$ cat config.mk
export PLATFORM = sky130hd
export DESIGN_NAME = pps_power_sequencer
export DESIGN_NICKNAME = d
export VERILOG_FILES = /design/src/core/pps_pkg.sv /design/src/core/pps_key_filter.sv /design/src/core/pps_tick_timer.sv /design/src/core/pps_power_sequencer.sv
export VERILOG_INCLUDE_DIRS = /design/src /design/src/core
export SDC_FILE = /design/constraint.sdc
export NUM_CORES = 1
export LEC_CHECK = 0
export BUFFER_PORTS_ARGS = -buffer_cell sky130_fd_sc_hd__clkbuf_2
export CAP_MARGIN = 20
export CORE_UTILIZATION = 64
export DETAILED_ROUTE_END_ITERATION = 10
export GPL_TIMING_DRIVEN = 0
export PLACE_DENSITY = 0.83
export RECOVER_POWER = 25
export SYNTH_ARGS = -nofsm -noshare
export SYNTH_HDL_FRONTEND = slang
export SYNTH_SLANG_ARGS = --single-unit
$ cat constraint.sdc
create_clock -name clk_sys -period 34.2 [get_ports clk_sys]
set_input_delay 6.84 -clock clk_sys [delete_from_list [all_inputs] [get_ports clk_sys]]
set_output_delay 6.84 -clock clk_sys [all_outputs]
set_load 0.02 [all_outputs]
$ cat src/core/pps_params.svh
// Timing counts, thresholds and reset values of the power sequencer.
`ifndef PPS_PARAMS_SVH
`define PPS_PARAMS_SVH
`define PPS_CLK_MHZ            50
`define PPS_TICK_US            1000
`define PPS_TICK_CYCLES        (`PPS_TICK_US * `PPS_CLK_MHZ)
`define PPS_RESET_DELAY_MS     65
`define PPS_RESET_DELAY_TICKS  ((`PPS_RESET_DELAY_MS * 1000) / `PPS_TICK_US)
`define PPS_DEBOUNCE_MS        10
`define PPS_DEBOUNCE_TICKS     ((`PPS_DEBOUNCE_MS * 1000) / `PPS_TICK_US)
`define PPS_TRICKLE_TIMEOUT_H  1
`define PPS_CCCV_TIMEOUT_H     3
`define PPS_TICKS_PER_HOUR     ((64'd3600 * 1000000) / `PPS_TICK_US)
`define PPS_TRICKLE_TICKS      (`PPS_TRICKLE_TIMEOUT_H * `PPS_TICKS_PER_HOUR)
`define PPS_CCCV_TICKS         (`PPS_CCCV_TIMEOUT_H * `PPS_TICKS_PER_HOUR)
`define PPS_TRICKLE_PCT        12
`define PPS_SCALE_RESET_PCT    100
`define PPS_SCALE_MIN_PCT      40
`define PPS_SCALE_MAX_PCT      180
`define PPS_CURRENT_MIN_MA     100
`define PPS_CURRENT_MAX_MA     1000
`define PPS_USB_FIXED_MA       100
`define PPS_TERM_STEP_PCT      5
`endif

$ cat src/core/pps_pkg.sv
// Types and shared arithmetic of the power sequencer.
package pps_pkg;

    typedef enum logic [2:0] {
        PPS_SEQ_OFF     = 3'b000,
        PPS_SEQ_BUCK_UP = 3'b001,
        PPS_SEQ_DIG_UP  = 3'b010,
        PPS_SEQ_RESET   = 3'b011,
        PPS_SEQ_RUN     = 3'b100
    } pps_seq_t;

    typedef enum logic [2:0] {
        PPS_CHG_IDLE    = 3'b000,
        PPS_CHG_TRICKLE = 3'b001,
        PPS_CHG_CC      = 3'b010,
        PPS_CHG_CV      = 3'b011,
        PPS_CHG_SLEEP   = 3'b100,
        PPS_CHG_FAULT   = 3'b101
    } pps_chg_mode_t;

    typedef struct packed {
        logic       adapter_above_uvlo;
        logic       key_n;
        logic       hold;
        logic       test_enable;
        logic       source_select;
        logic       force_battery;
        logic       buck_good;
        logic       digital_good;
        logic [3:0] aux_request;
    } pps_sense_t;

    typedef struct packed {
        logic        charger_enable_n;
        logic        batt_above_precond;
        logic        batt_at_regulation;
        logic        current_below_term;
        logic        batt_below_recharge;
        logic [10:0] charge_current_set_default_ma;
        logic [7:0]  scale_pct;
        logic        scale_write;
        logic [1:0]  term_select;
    } pps_chg_cfg_t;

    typedef struct packed {
        logic       system_on;
        logic       rail_from_adapter;
        logic       rail_from_battery;
        logic       buck_en;
        logic       digital_en;
        logic [3:0] aux_en;
    } pps_rail_t;

    typedef struct packed {
        pps_chg_mode_t mode;
        logic          charging;
        logic [10:0]   current_ma;
        logic [10:0]   term_ma;
    } pps_chg_out_t;

    function automatic logic [10:0] pps_pct_of(logic [10:0] ma, logic [7:0] pct);
        logic [18:0] prod;
        prod = 19'(ma) * 19'(pct);
        return 11'(prod / 19'd100);
    endfunction

endpackage

$ cat src/core/pps_key_filter.sv
// Synchroniser and debouncer for the push-button key input.
`include "pps_params.svh"
module pps_key_filter
    import pps_pkg::*;
(
    input  wire logic clk_sys,
    input  wire logic reset_n,
    input  wire logic tick,
    input  wire logic key_n,
    output logic      pressed,
    output logic      press
);
    typedef struct packed {
        logic       sync1;
        logic       sync2;
        logic       stable;
        logic [3:0] cnt;
        logic       press;
    } pps_kf_state_t;

    localparam logic [3:0] DEB_LAST = 4'(`PPS_DEBOUNCE_TICKS - 1);

    pps_kf_state_t st;
    pps_kf_state_t next_st;

    // A press is only reported on a debounced released-to-pressed change, so
    // a held key can never raise a second press until it has been let go.
    always_comb
    begin
        next_st       = st;
        next_st.sync1 = key_n;
        next_st.sync2 = st.sync1;
        next_st.press = 1'b0;
        if (st.sync2 == st.stable)
        begin
            next_st.cnt = 4'h0;
        end
        else if (tick)
        begin
            if (st.cnt == DEB_LAST)
            begin
                next_st.stable = st.sync2;
                next_st.cnt    = 4'h0;
                next_st.press  = ~st.sync2;
            end
            else
            begin
                next_st.cnt = st.cnt + 4'h1;
            end
        end
    end

    always_ff @(posedge clk_sys)
    begin
        if (!reset_n)
        begin
            st <= '{sync1: 1'b1, sync2: 1'b1, stable: 1'b1, cnt: 4'h0, press: 1'b0};
        end
        else
        begin
            st <= next_st;
        end
    end

    assign pressed = ~st.stable;
    assign press   = st.press;
endmodule

$ cat src/core/pps_tick_timer.sv
// Tick counter that flags expiry after a given number of timebase ticks.
module pps_tick_timer
    import pps_pkg::*;
(
    input  wire logic        clk_sys,
    input  wire logic        reset_n,
    input  wire logic        tick,
    input  wire logic        restart,
    input  wire logic [23:0] limit,
    output logic             expired
);
    typedef struct packed {
        logic [23:0] count;
        logic        expired;
    } pps_tt_state_t;

    pps_tt_state_t st;
    pps_tt_state_t next_st;

    always_comb
    begin
        next_st = st;
        if (restart)
        begin
            next_st.count   = 24'h000000;
            next_st.expired = 1'b0;
        end
        else if (tick && !st.expired)
        begin
            if (st.count + 24'h000001 >= limit)
            begin
                next_st.expired = 1'b1;
            end
            next_st.count = st.count + 24'h000001;
        end
    end

    always_ff @(posedge clk_sys)
    begin
        if (!reset_n)
        begin
            st <= '{count: 24'h000000, expired: 1'b0};
        end
        else
        begin
            st <= next_st;
        end
    end

    assign expired = st.expired;
endmodule

$ cat src/core/pps_power_sequencer.sv
// Power sequencer, supply path selection and charger mode control.
//
// Notes on behaviour
// - Adapter above 4.5V turns the system on and feeds the rail.
// - Source-select low with adapter present: rail fed from adapter regulator.
// - Source-select high or forced: battery switch feeds the rail.
// - No adapter while enabled: rail connected to battery.
// - Startup on key press, adapter above lockout, or test enable high.
// - Buck enabled first; digital regulator after buck reaches 90%.
// - Digital regulator at 90% starts 65ms timer; processor reset held low.
// - Auxiliary regulators follow their enables once started, never while off.
// - Key released before hold high, no adapter or test: shut down.
// - Core converters enabled from key OR hold.
// - Adapter start keeps system on until adapter below falling lockout.
// - Second key press while running asserts the key-event output low.
// - Below lockout, power down only with key and hold both released.
// - At power-down remaining auxiliary regulators switch off with the buck.
// - Charge only with adapter above lockout and charger enable low.
// - Battery below precondition threshold: trickle at 12% of programmed current.
// - Trickle until precondition threshold, then constant current.
// - Current scaled 40% to 180%, result limited to 100mA..1A.
// - Adapter indicator release: scale back to 100%, or fixed 100mA if USB.
// - At regulation voltage go constant voltage; end at 5/10/15/20% current.
// - Safety timeouts: 1 hour trickle, 3 hours each CC and CV.
// - From sleep resume on recharge threshold, enable cycle or adapter return.
// - Adapter indicator pulled low while adapter above 4.5V.
`include "pps_params.svh"
module pps_power_sequencer
    import pps_pkg::*;
#(
    parameter logic [15:0] TICK_CYCLES   = 16'(`PPS_TICK_CYCLES),
    parameter logic [23:0] TRICKLE_TICKS = 24'(`PPS_TRICKLE_TICKS),
    parameter logic [23:0] CCCV_TICKS    = 24'(`PPS_CCCV_TICKS)
)
(
    input  wire logic         clk_sys,
    input  wire logic         reset_n,
    input  wire pps_sense_t   sense,
    input  wire pps_chg_cfg_t chg_cfg,
    output pps_rail_t         rail,
    output pps_chg_out_t      chg_out,
    output logic              cpu_reset_n,
    output logic              key_event_n,
    output logic              adapter_present_n_o,
    output logic              adapter_present_n_oe
);
    typedef struct packed {
        logic [15:0]   prescale;
        logic          tick;
        pps_seq_t      seq;
        pps_chg_mode_t chg;
        logic          chg_restart;
        logic          key_event;
        logic [7:0]    scale_pct;
        logic          usb_fixed;
        logic          prev_adapter;
        logic          prev_enable_n;
        pps_rail_t     rail;
        pps_chg_out_t  chg_out;
        logic          cpu_reset_n;
        logic          adapter_pull;
    } pps_ps_state_t;

    localparam logic [23:0] RESET_TICKS = 24'(`PPS_RESET_DELAY_TICKS);
    localparam logic [7:0]  SCALE_MIN   = 8'(`PPS_SCALE_MIN_PCT);
    localparam logic [7:0]  SCALE_MAX   = 8'(`PPS_SCALE_MAX_PCT);
    localparam logic [7:0]  SCALE_RST   = 8'(`PPS_SCALE_RESET_PCT);
    localparam logic [7:0]  TRICKLE_PCT = 8'(`PPS_TRICKLE_PCT);
    localparam logic [7:0]  TERM_STEP   = 8'(`PPS_TERM_STEP_PCT);
    localparam logic [10:0] CUR_MIN     = 11'(`PPS_CURRENT_MIN_MA);
    localparam logic [10:0] CUR_MAX     = 11'(`PPS_CURRENT_MAX_MA);
    localparam logic [10:0] USB_FIXED   = 11'(`PPS_USB_FIXED_MA);

    pps_ps_state_t st;
    pps_ps_state_t next_st;

    logic key_pressed;
    logic key_press;
    logic reset_done;
    logic chg_expired;
    logic reset_restart;
    logic [23:0] chg_limit;

    pps_key_filter u_key (
        .clk_sys (clk_sys),
        .reset_n (reset_n),
        .tick    (st.tick),
        .key_n   (sense.key_n),
        .pressed (key_pressed),
        .press   (key_press)
    );

    // The delay only runs while the digital rail stays good, so a sag restarts it.
    assign reset_restart = !(st.seq == PPS_SEQ_RESET && sense.digital_good);

    pps_tick_timer u_reset_timer (
        .clk_sys (clk_sys),
        .reset_n (reset_n),
        .tick    (st.tick),
        .restart (reset_restart),
        .limit   (RESET_TICKS),
        .expired (reset_done)
    );

    assign chg_limit = (st.chg == PPS_CHG_TRICKLE) ? TRICKLE_TICKS : CCCV_TICKS;

    pps_tick_timer u_chg_timer (
        .clk_sys (clk_sys),
        .reset_n (reset_n),
        .tick    (st.tick),
        .restart (st.chg_restart),
        .limit   (chg_limit),
        .expired (chg_expired)
    );

    function automatic logic [7:0] clamp_scale(logic [7:0] pct);
        if (pct < SCALE_MIN)
        begin
            return SCALE_MIN;
        end
        else if (pct > SCALE_MAX)
        begin
            return SCALE_MAX;
        end
        return pct;
    endfunction

    always_comb
    begin
        logic adapter;
        logic want_on;
        logic on;
        logic to_battery;
        logic allowed;
        logic [10:0] cc_ma;
        logic [7:0] term_pct;
        adapter    = sense.adapter_above_uvlo;
        want_on    = key_pressed | sense.hold | adapter | sense.test_enable;
        next_st    = st;
        allowed    = adapter && !chg_cfg.charger_enable_n;
        on         = 1'b0;
        cc_ma      = 11'h000;
        to_battery = sense.source_select | sense.force_battery | !adapter;
        term_pct   = 8'(({6'h00, chg_cfg.term_select} + 8'h01) * TERM_STEP);
        next_st.tick     = (st.prescale == TICK_CYCLES - 16'h0001);
        next_st.prescale = next_st.tick ? 16'h0000 : st.prescale + 16'h0001;
        next_st.prev_adapter  = adapter;
        next_st.prev_enable_n = chg_cfg.charger_enable_n;

        // Power-up and power-down sequence.
        case (st.seq)
            PPS_SEQ_OFF:
            begin
                if (want_on)
                begin
                    next_st.seq = PPS_SEQ_BUCK_UP;
                end
            end
            PPS_SEQ_BUCK_UP:
            begin
                if (sense.buck_good)
                begin
                    next_st.seq = PPS_SEQ_DIG_UP;
                end
            end
            PPS_SEQ_DIG_UP:
            begin
                if (sense.digital_good)
                begin
                    next_st.seq = PPS_SEQ_RESET;
                end
            end
            PPS_SEQ_RESET:
            begin
                if (reset_done)
                begin
                    next_st.seq = PPS_SEQ_RUN;
                end
            end
            PPS_SEQ_RUN:
            begin
                next_st.seq = PPS_SEQ_RUN;
            end
            default:
            begin
                next_st.seq = PPS_SEQ_OFF;
            end
        endcase
        // Key and hold are OR'd; adapter or test presence vetoes shutdown.
        if (st.seq != PPS_SEQ_OFF && !want_on)
        begin
            next_st.seq = PPS_SEQ_OFF;
        end

        // The event stays asserted while the second press is held.
        if (st.seq == PPS_SEQ_RUN && key_press)
        begin
            next_st.key_event = 1'b1;
        end
        else if (!key_pressed || next_st.seq == PPS_SEQ_OFF)
        begin
            next_st.key_event = 1'b0;
        end

        on         = (next_st.seq != PPS_SEQ_OFF);
        next_st.rail.system_on         = on;
        next_st.rail.rail_from_adapter = on && !to_battery;
        next_st.rail.rail_from_battery = on && to_battery;
        next_st.rail.buck_en           = on;
        next_st.rail.digital_en        = on && next_st.seq != PPS_SEQ_BUCK_UP;
        // Aux rails drop in the same cycle as the buck at global power-down.
        next_st.rail.aux_en            = on ? sense.aux_request : 4'h0;
        next_st.cpu_reset_n            = (next_st.seq == PPS_SEQ_RUN);
        next_st.adapter_pull           = adapter;
        // Charge current programming; a write after the adapter drop lifts the override.
        if (st.prev_adapter && !adapter)
        begin
            next_st.scale_pct = SCALE_RST;
            next_st.usb_fixed = sense.source_select;
        end
        if (chg_cfg.scale_write)
        begin
            next_st.scale_pct = clamp_scale(chg_cfg.scale_pct);
            next_st.usb_fixed = 1'b0;
        end

        // Charger mode selection.
        case (st.chg)
            PPS_CHG_IDLE:
            begin
                if (allowed)
                begin
                    next_st.chg = chg_cfg.batt_above_precond ? PPS_CHG_CC : PPS_CHG_TRICKLE;
                end
            end
            PPS_CHG_TRICKLE:
            begin
                if (chg_cfg.batt_above_precond)
                begin
                    next_st.chg = PPS_CHG_CC;
                end
            end
            PPS_CHG_CC:
            begin
                if (chg_cfg.batt_at_regulation)
                begin
                    next_st.chg = PPS_CHG_CV;
                end
            end
            PPS_CHG_CV:
            begin
                if (chg_cfg.current_below_term)
                begin
                    next_st.chg = PPS_CHG_SLEEP;
                end
            end
            PPS_CHG_SLEEP, PPS_CHG_FAULT:
            begin
                // Sleep survives adapter removal; only these events wake it.
                if (chg_cfg.batt_below_recharge && st.chg == PPS_CHG_SLEEP)
                begin
                    next_st.chg = PPS_CHG_IDLE;
                end
                else if ((!st.prev_adapter && adapter) || (!st.prev_enable_n &&
                         chg_cfg.charger_enable_n))
                begin
                    next_st.chg = PPS_CHG_IDLE;
                end
            end
            default:
            begin
                next_st.chg = PPS_CHG_IDLE;
            end
        endcase
        if (st.chg inside {PPS_CHG_TRICKLE, PPS_CHG_CC, PPS_CHG_CV})
        begin
            if (!allowed)
            begin
                next_st.chg = PPS_CHG_IDLE;
            end
            else if (chg_expired && !st.chg_restart)
            begin
                next_st.chg = PPS_CHG_FAULT;
            end
        end
        next_st.chg_restart = (next_st.chg != st.chg);

        cc_ma = pps_pct_of(chg_cfg.charge_current_set_default_ma, next_st.scale_pct);
        if (cc_ma < CUR_MIN)
        begin
            cc_ma = CUR_MIN;
        end
        else if (cc_ma > CUR_MAX)
        begin
            cc_ma = CUR_MAX;
        end
        if (next_st.usb_fixed)
        begin
            cc_ma = USB_FIXED;
        end
        next_st.chg_out.mode     = next_st.chg;
        next_st.chg_out.charging = next_st.chg inside {PPS_CHG_TRICKLE, PPS_CHG_CC,
                                                       PPS_CHG_CV};
        next_st.chg_out.current_ma = (next_st.chg == PPS_CHG_TRICKLE) ?
                                     pps_pct_of(cc_ma, TRICKLE_PCT) : cc_ma;
        next_st.chg_out.term_ma  = pps_pct_of(cc_ma, term_pct);
        if (!next_st.chg_out.charging)
        begin
            next_st.chg_out.current_ma = 11'h000;
        end
    end

    always_ff @(posedge clk_sys)
    begin
        if (!reset_n)
        begin
            st               <= '0;
            st.seq           <= PPS_SEQ_OFF;
            st.chg           <= PPS_CHG_IDLE;
            st.scale_pct     <= 8'(`PPS_SCALE_RESET_PCT);
            st.prev_enable_n <= 1'b1;
            st.chg_restart   <= 1'b1;
        end
        else
        begin
            st <= next_st;
        end
    end

    assign rail                 = st.rail;
    assign chg_out              = st.chg_out;
    assign cpu_reset_n          = st.cpu_reset_n;
    assign key_event_n          = ~st.key_event;
    assign adapter_present_n_o  = 1'b0;
    assign adapter_present_n_oe = st.adapter_pull;
endmodule

==> flow_summary.yaml <==
min_path:
  hold-path-cell-count: 1
  min-delay-path-class: "register to register"
drt:
  antenna_violating_nets_post_route: 0
  route.vias.total: 17000
  route.detailed.wl_per_inst_um: 15.77
  first_pass_iters: 8
  detail_route.vias_per_cell: 6.210
  detail_route.iter0.violations: 1327
  drc: 8
  drt_wl_total_mm: 43.17
critical_path:
  worst-path-stages: 84
  cp_slowest_stage_delay_ps: 860
  setup.worst_path.end_class: "register"
  worst-path-buf-inv: 9
  worst-endpoint-arrival_ps: 32110
  cp_data_required_time_ps: 34520
  crit_family: "compound AO/OA/AOI/OAI gates"
  start_kind: "input port"
  critical_path.most_common_cell: "sky130_fd_sc_hd__a21oi_1"
  cp_slowest_cell: "sky130_fd_sc_hd__a2111oi_0"
  crit_type: "input port to register"
  worstPathMaxFanout: 10
  timing.reg2reg.worst_path_depth: 83
logic_synthesis:
  synth.cell_area_um2: 17160
  synth_compound_gate_area_share_pct: 25.18
  synth_top_area_share_pct: 14.70
  synth_seq_area_share_pct: 14.70
  synthesis.instances: 2285
  combinational_family_with_the_most_area_after_synthesis: "simple AND/OR/NAND/NOR gates"
  most_frequent_cells_after_synthesis: "sky130_fd_sc_hd__nor2_1, sky130_fd_sc_hd__nand2_1, sky130_fd_sc_hd__inv_1"
  yosys.area_share.xor_xnor_pct: 7.498
  synth-main-ff-cell: "sky130_fd_sc_hd__dfxtp_1"
  synthDistinctLibCells: 111
  yosys.cell_count.top_type: "sky130_fd_sc_hd__nor2_1"
  synthesis.area_per_instance_um2: 7.508
  synth_async_sr_flop_share_pct: 0
  synth_area_leaders: "sky130_fd_sc_hd__dfxtp_1, sky130_fd_sc_hd__fa_1, sky130_fd_sc_hd__ha_1"
  synth_mux_area_share_pct: 2.443
  synth.largest_area_cell: "sky130_fd_sc_hd__dfxtp_1"
  synth_edf_count: 0
  yosysWarningCount: 0
  synth-simple-area-share_pct: 25.38
  post_synth_fa_ha_maj_area_fraction_pct: 17.49
  synthesized_flop_and_latch_total: 126
finish:
  num_antenna_cells: 0
  layout.cells.non_filler: 2737
  nNetsFinal: 2614
  post_route_cells_drive_above_1_share_pct: 9.242
  filler_cell_count: 2152
  syn2layout_area_growth_pct: 8.263
sta:
  timing.max_slew.rel_slack_pct: 31.21
  period_share_pct: 92.95
  timing.final.setup_violations: 0
  hold_viol: 0
  finalMaxSlewViolations: 0
  final.setup.tns_ps: 0
  clock-skew-final_ps: 17.67
  fin_crit_ps: 31790
  maxClockFrequency_mhz: 31.46
  grt_setup_unrepaired: "no"
  worstMarginPinSlew_ps: 1006
global_route:
  antenna_found_initial: 0
  via_count_of_the_first_global_routing_pass: 16190
  grt_start_max_net_pins: 17
  grt_first_pass_wirelength_mm: 75.01
  grt-ovfl-total: 0
  grt_usage_pct: 31.99
placement:
  dp_hpwl_mm: 33.37
  port_buffers: 77
  dpl.cell_count: 2706
  place.gp.congestion: 0.9587
outcome:
  outcome: "finished, violations left"
  failed_checks: "DRC"
die:
  number_of_cell_rows: 59
  die_y_um: 165.7
  core_area_um2: 26210
  io-pin-count: 80
  fp.dieW_um: 165.7
  floorplan.initialDensity_pct: 65.46
  die_area_um2: 27460
cts:
  cts.reportedPaths.clkPinSlew_ps: 60
  cts_resized: 0
  cts_root_buffer: "sky130_fd_sc_hd__clkbuf_16"
  clock_latency_ps: 440
  clkSinkCount: 126
  clock_tree_from_tritoncts: "yes"
  cts_htree_levels: 4
  clock_tree.buffer_depth: 2
  cts_post_setup_buffers_inserted: 0
  cts_buffers: 17
  cts.hold.buffers_added: 0
job:
  drv.max_cap_violation_count: 0
layout by cell type (no fill, tap or decap), types with 28 or more instances in the layout:
cell,Yosys,final
sky130_fd_sc_hd__a211oi_1,28,28
sky130_fd_sc_hd__a21o_1,31,31
sky130_fd_sc_hd__a21oi_1,139,139
sky130_fd_sc_hd__and2_1,59,59
sky130_fd_sc_hd__and3_1,33,33
sky130_fd_sc_hd__buf_4,36,36
sky130_fd_sc_hd__clkbuf_1,60,63
sky130_fd_sc_hd__clkbuf_2,0,74
sky130_fd_sc_hd__dfxtp_1,126,126
sky130_fd_sc_hd__fa_1,92,92
sky130_fd_sc_hd__ha_1,91,91
sky130_fd_sc_hd__inv_1,178,178
sky130_fd_sc_hd__nand2_1,193,193
sky130_fd_sc_hd__nand2b_1,34,34
sky130_fd_sc_hd__nand3_1,65,65
sky130_fd_sc_hd__nand4_1,35,35
sky130_fd_sc_hd__nor2_1,249,249
sky130_fd_sc_hd__nor2b_1,53,53
sky130_fd_sc_hd__nor3_1,68,68
sky130_fd_sc_hd__o21ai_0,87,87
sky130_fd_sc_hd__or3_1,30,30
sky130_fd_sc_hd__xnor2_1,83,83
sky130_fd_sc_hd__xor2_1,62,62
state kept, by name, summed over array words and instances (netlist names), 6 cells and up:
signal / count
chg_out: 26
rail: 8
st: 32
u_chg_timer.st: 24
u_key.st: 6
u_reset_timer.st: 24
metal layers:
metal | track usage (%) | up-vias | wire length [µm]
li1 | - | 8324 | -
met1 | 42.17 | 7972 | 19160
met2 | 54.35 | 625 | 20370
met3 | 4.683 | 77 | 2683
met4 | 9.386 | 0 | 954
met5 | 0 | - | 0
metrics by stage:
step	cell area [µm²]	hold WS, ps	utilization, %	setup slack (ps)
after global routing	18570	439.5	70.87	478.1
after floorplan	17190	386.3	-	6240
final	18570	422.0	70.87	2411
after CTS	18580	419.8	70.89	2765
after detailed placement	17990	395.7	68.66	2420
after global placement	17990	405.8	68.66	2881
path summary, 6_finish.rpt:
| kind | start | endpoint | slack, ps |
|---|---|---|---|
| min reg2reg | u_key.next_st[6]$_SDFF_PN1_ | u_key.st[6]$_SDFF_PN1_ | 420 |
| max | sense[11] | chg_out[0]$_SDFF_PN0_ | 2410 |
| max reg2reg | adapter_present_n_oe$_SDFF_PN0_ | chg_out[0]$_SDFF_PN0_ | 8680 |
| min | u_key.next_st[6]$_SDFF_PN1_ | u_key.st[6]$_SDFF_PN1_ | 420 |
cell families (layout without fill, tap and decap cells):
group,after synthesis,in the layout
flops,126,126
mux,39,39
buf+inv,290,398
simple gates,885,885
fa+ha+maj,185,185
xor+xnor,146,146
other cells,2,11
compound gates,612,612
area by class of cell:
type                            count  area [µm²]  area share, %
Buffer                            110       570.5          3.072
Multi-Input combinational cell   1878       13420          72.26
Clock buffer                       17       425.4          2.290
Sequential cell                   126        2522          13.58
Tap cell                          335       419.2          2.257
Timing Repair Buffer               77       381.6          2.055
Inverter                          180       675.6          3.638
Clock inverter                     14       157.7         0.8488
Power is left out: the tool's default activity adds up to more than one toggle a clock period on the data nets, which glitch-free logic cannot reach.
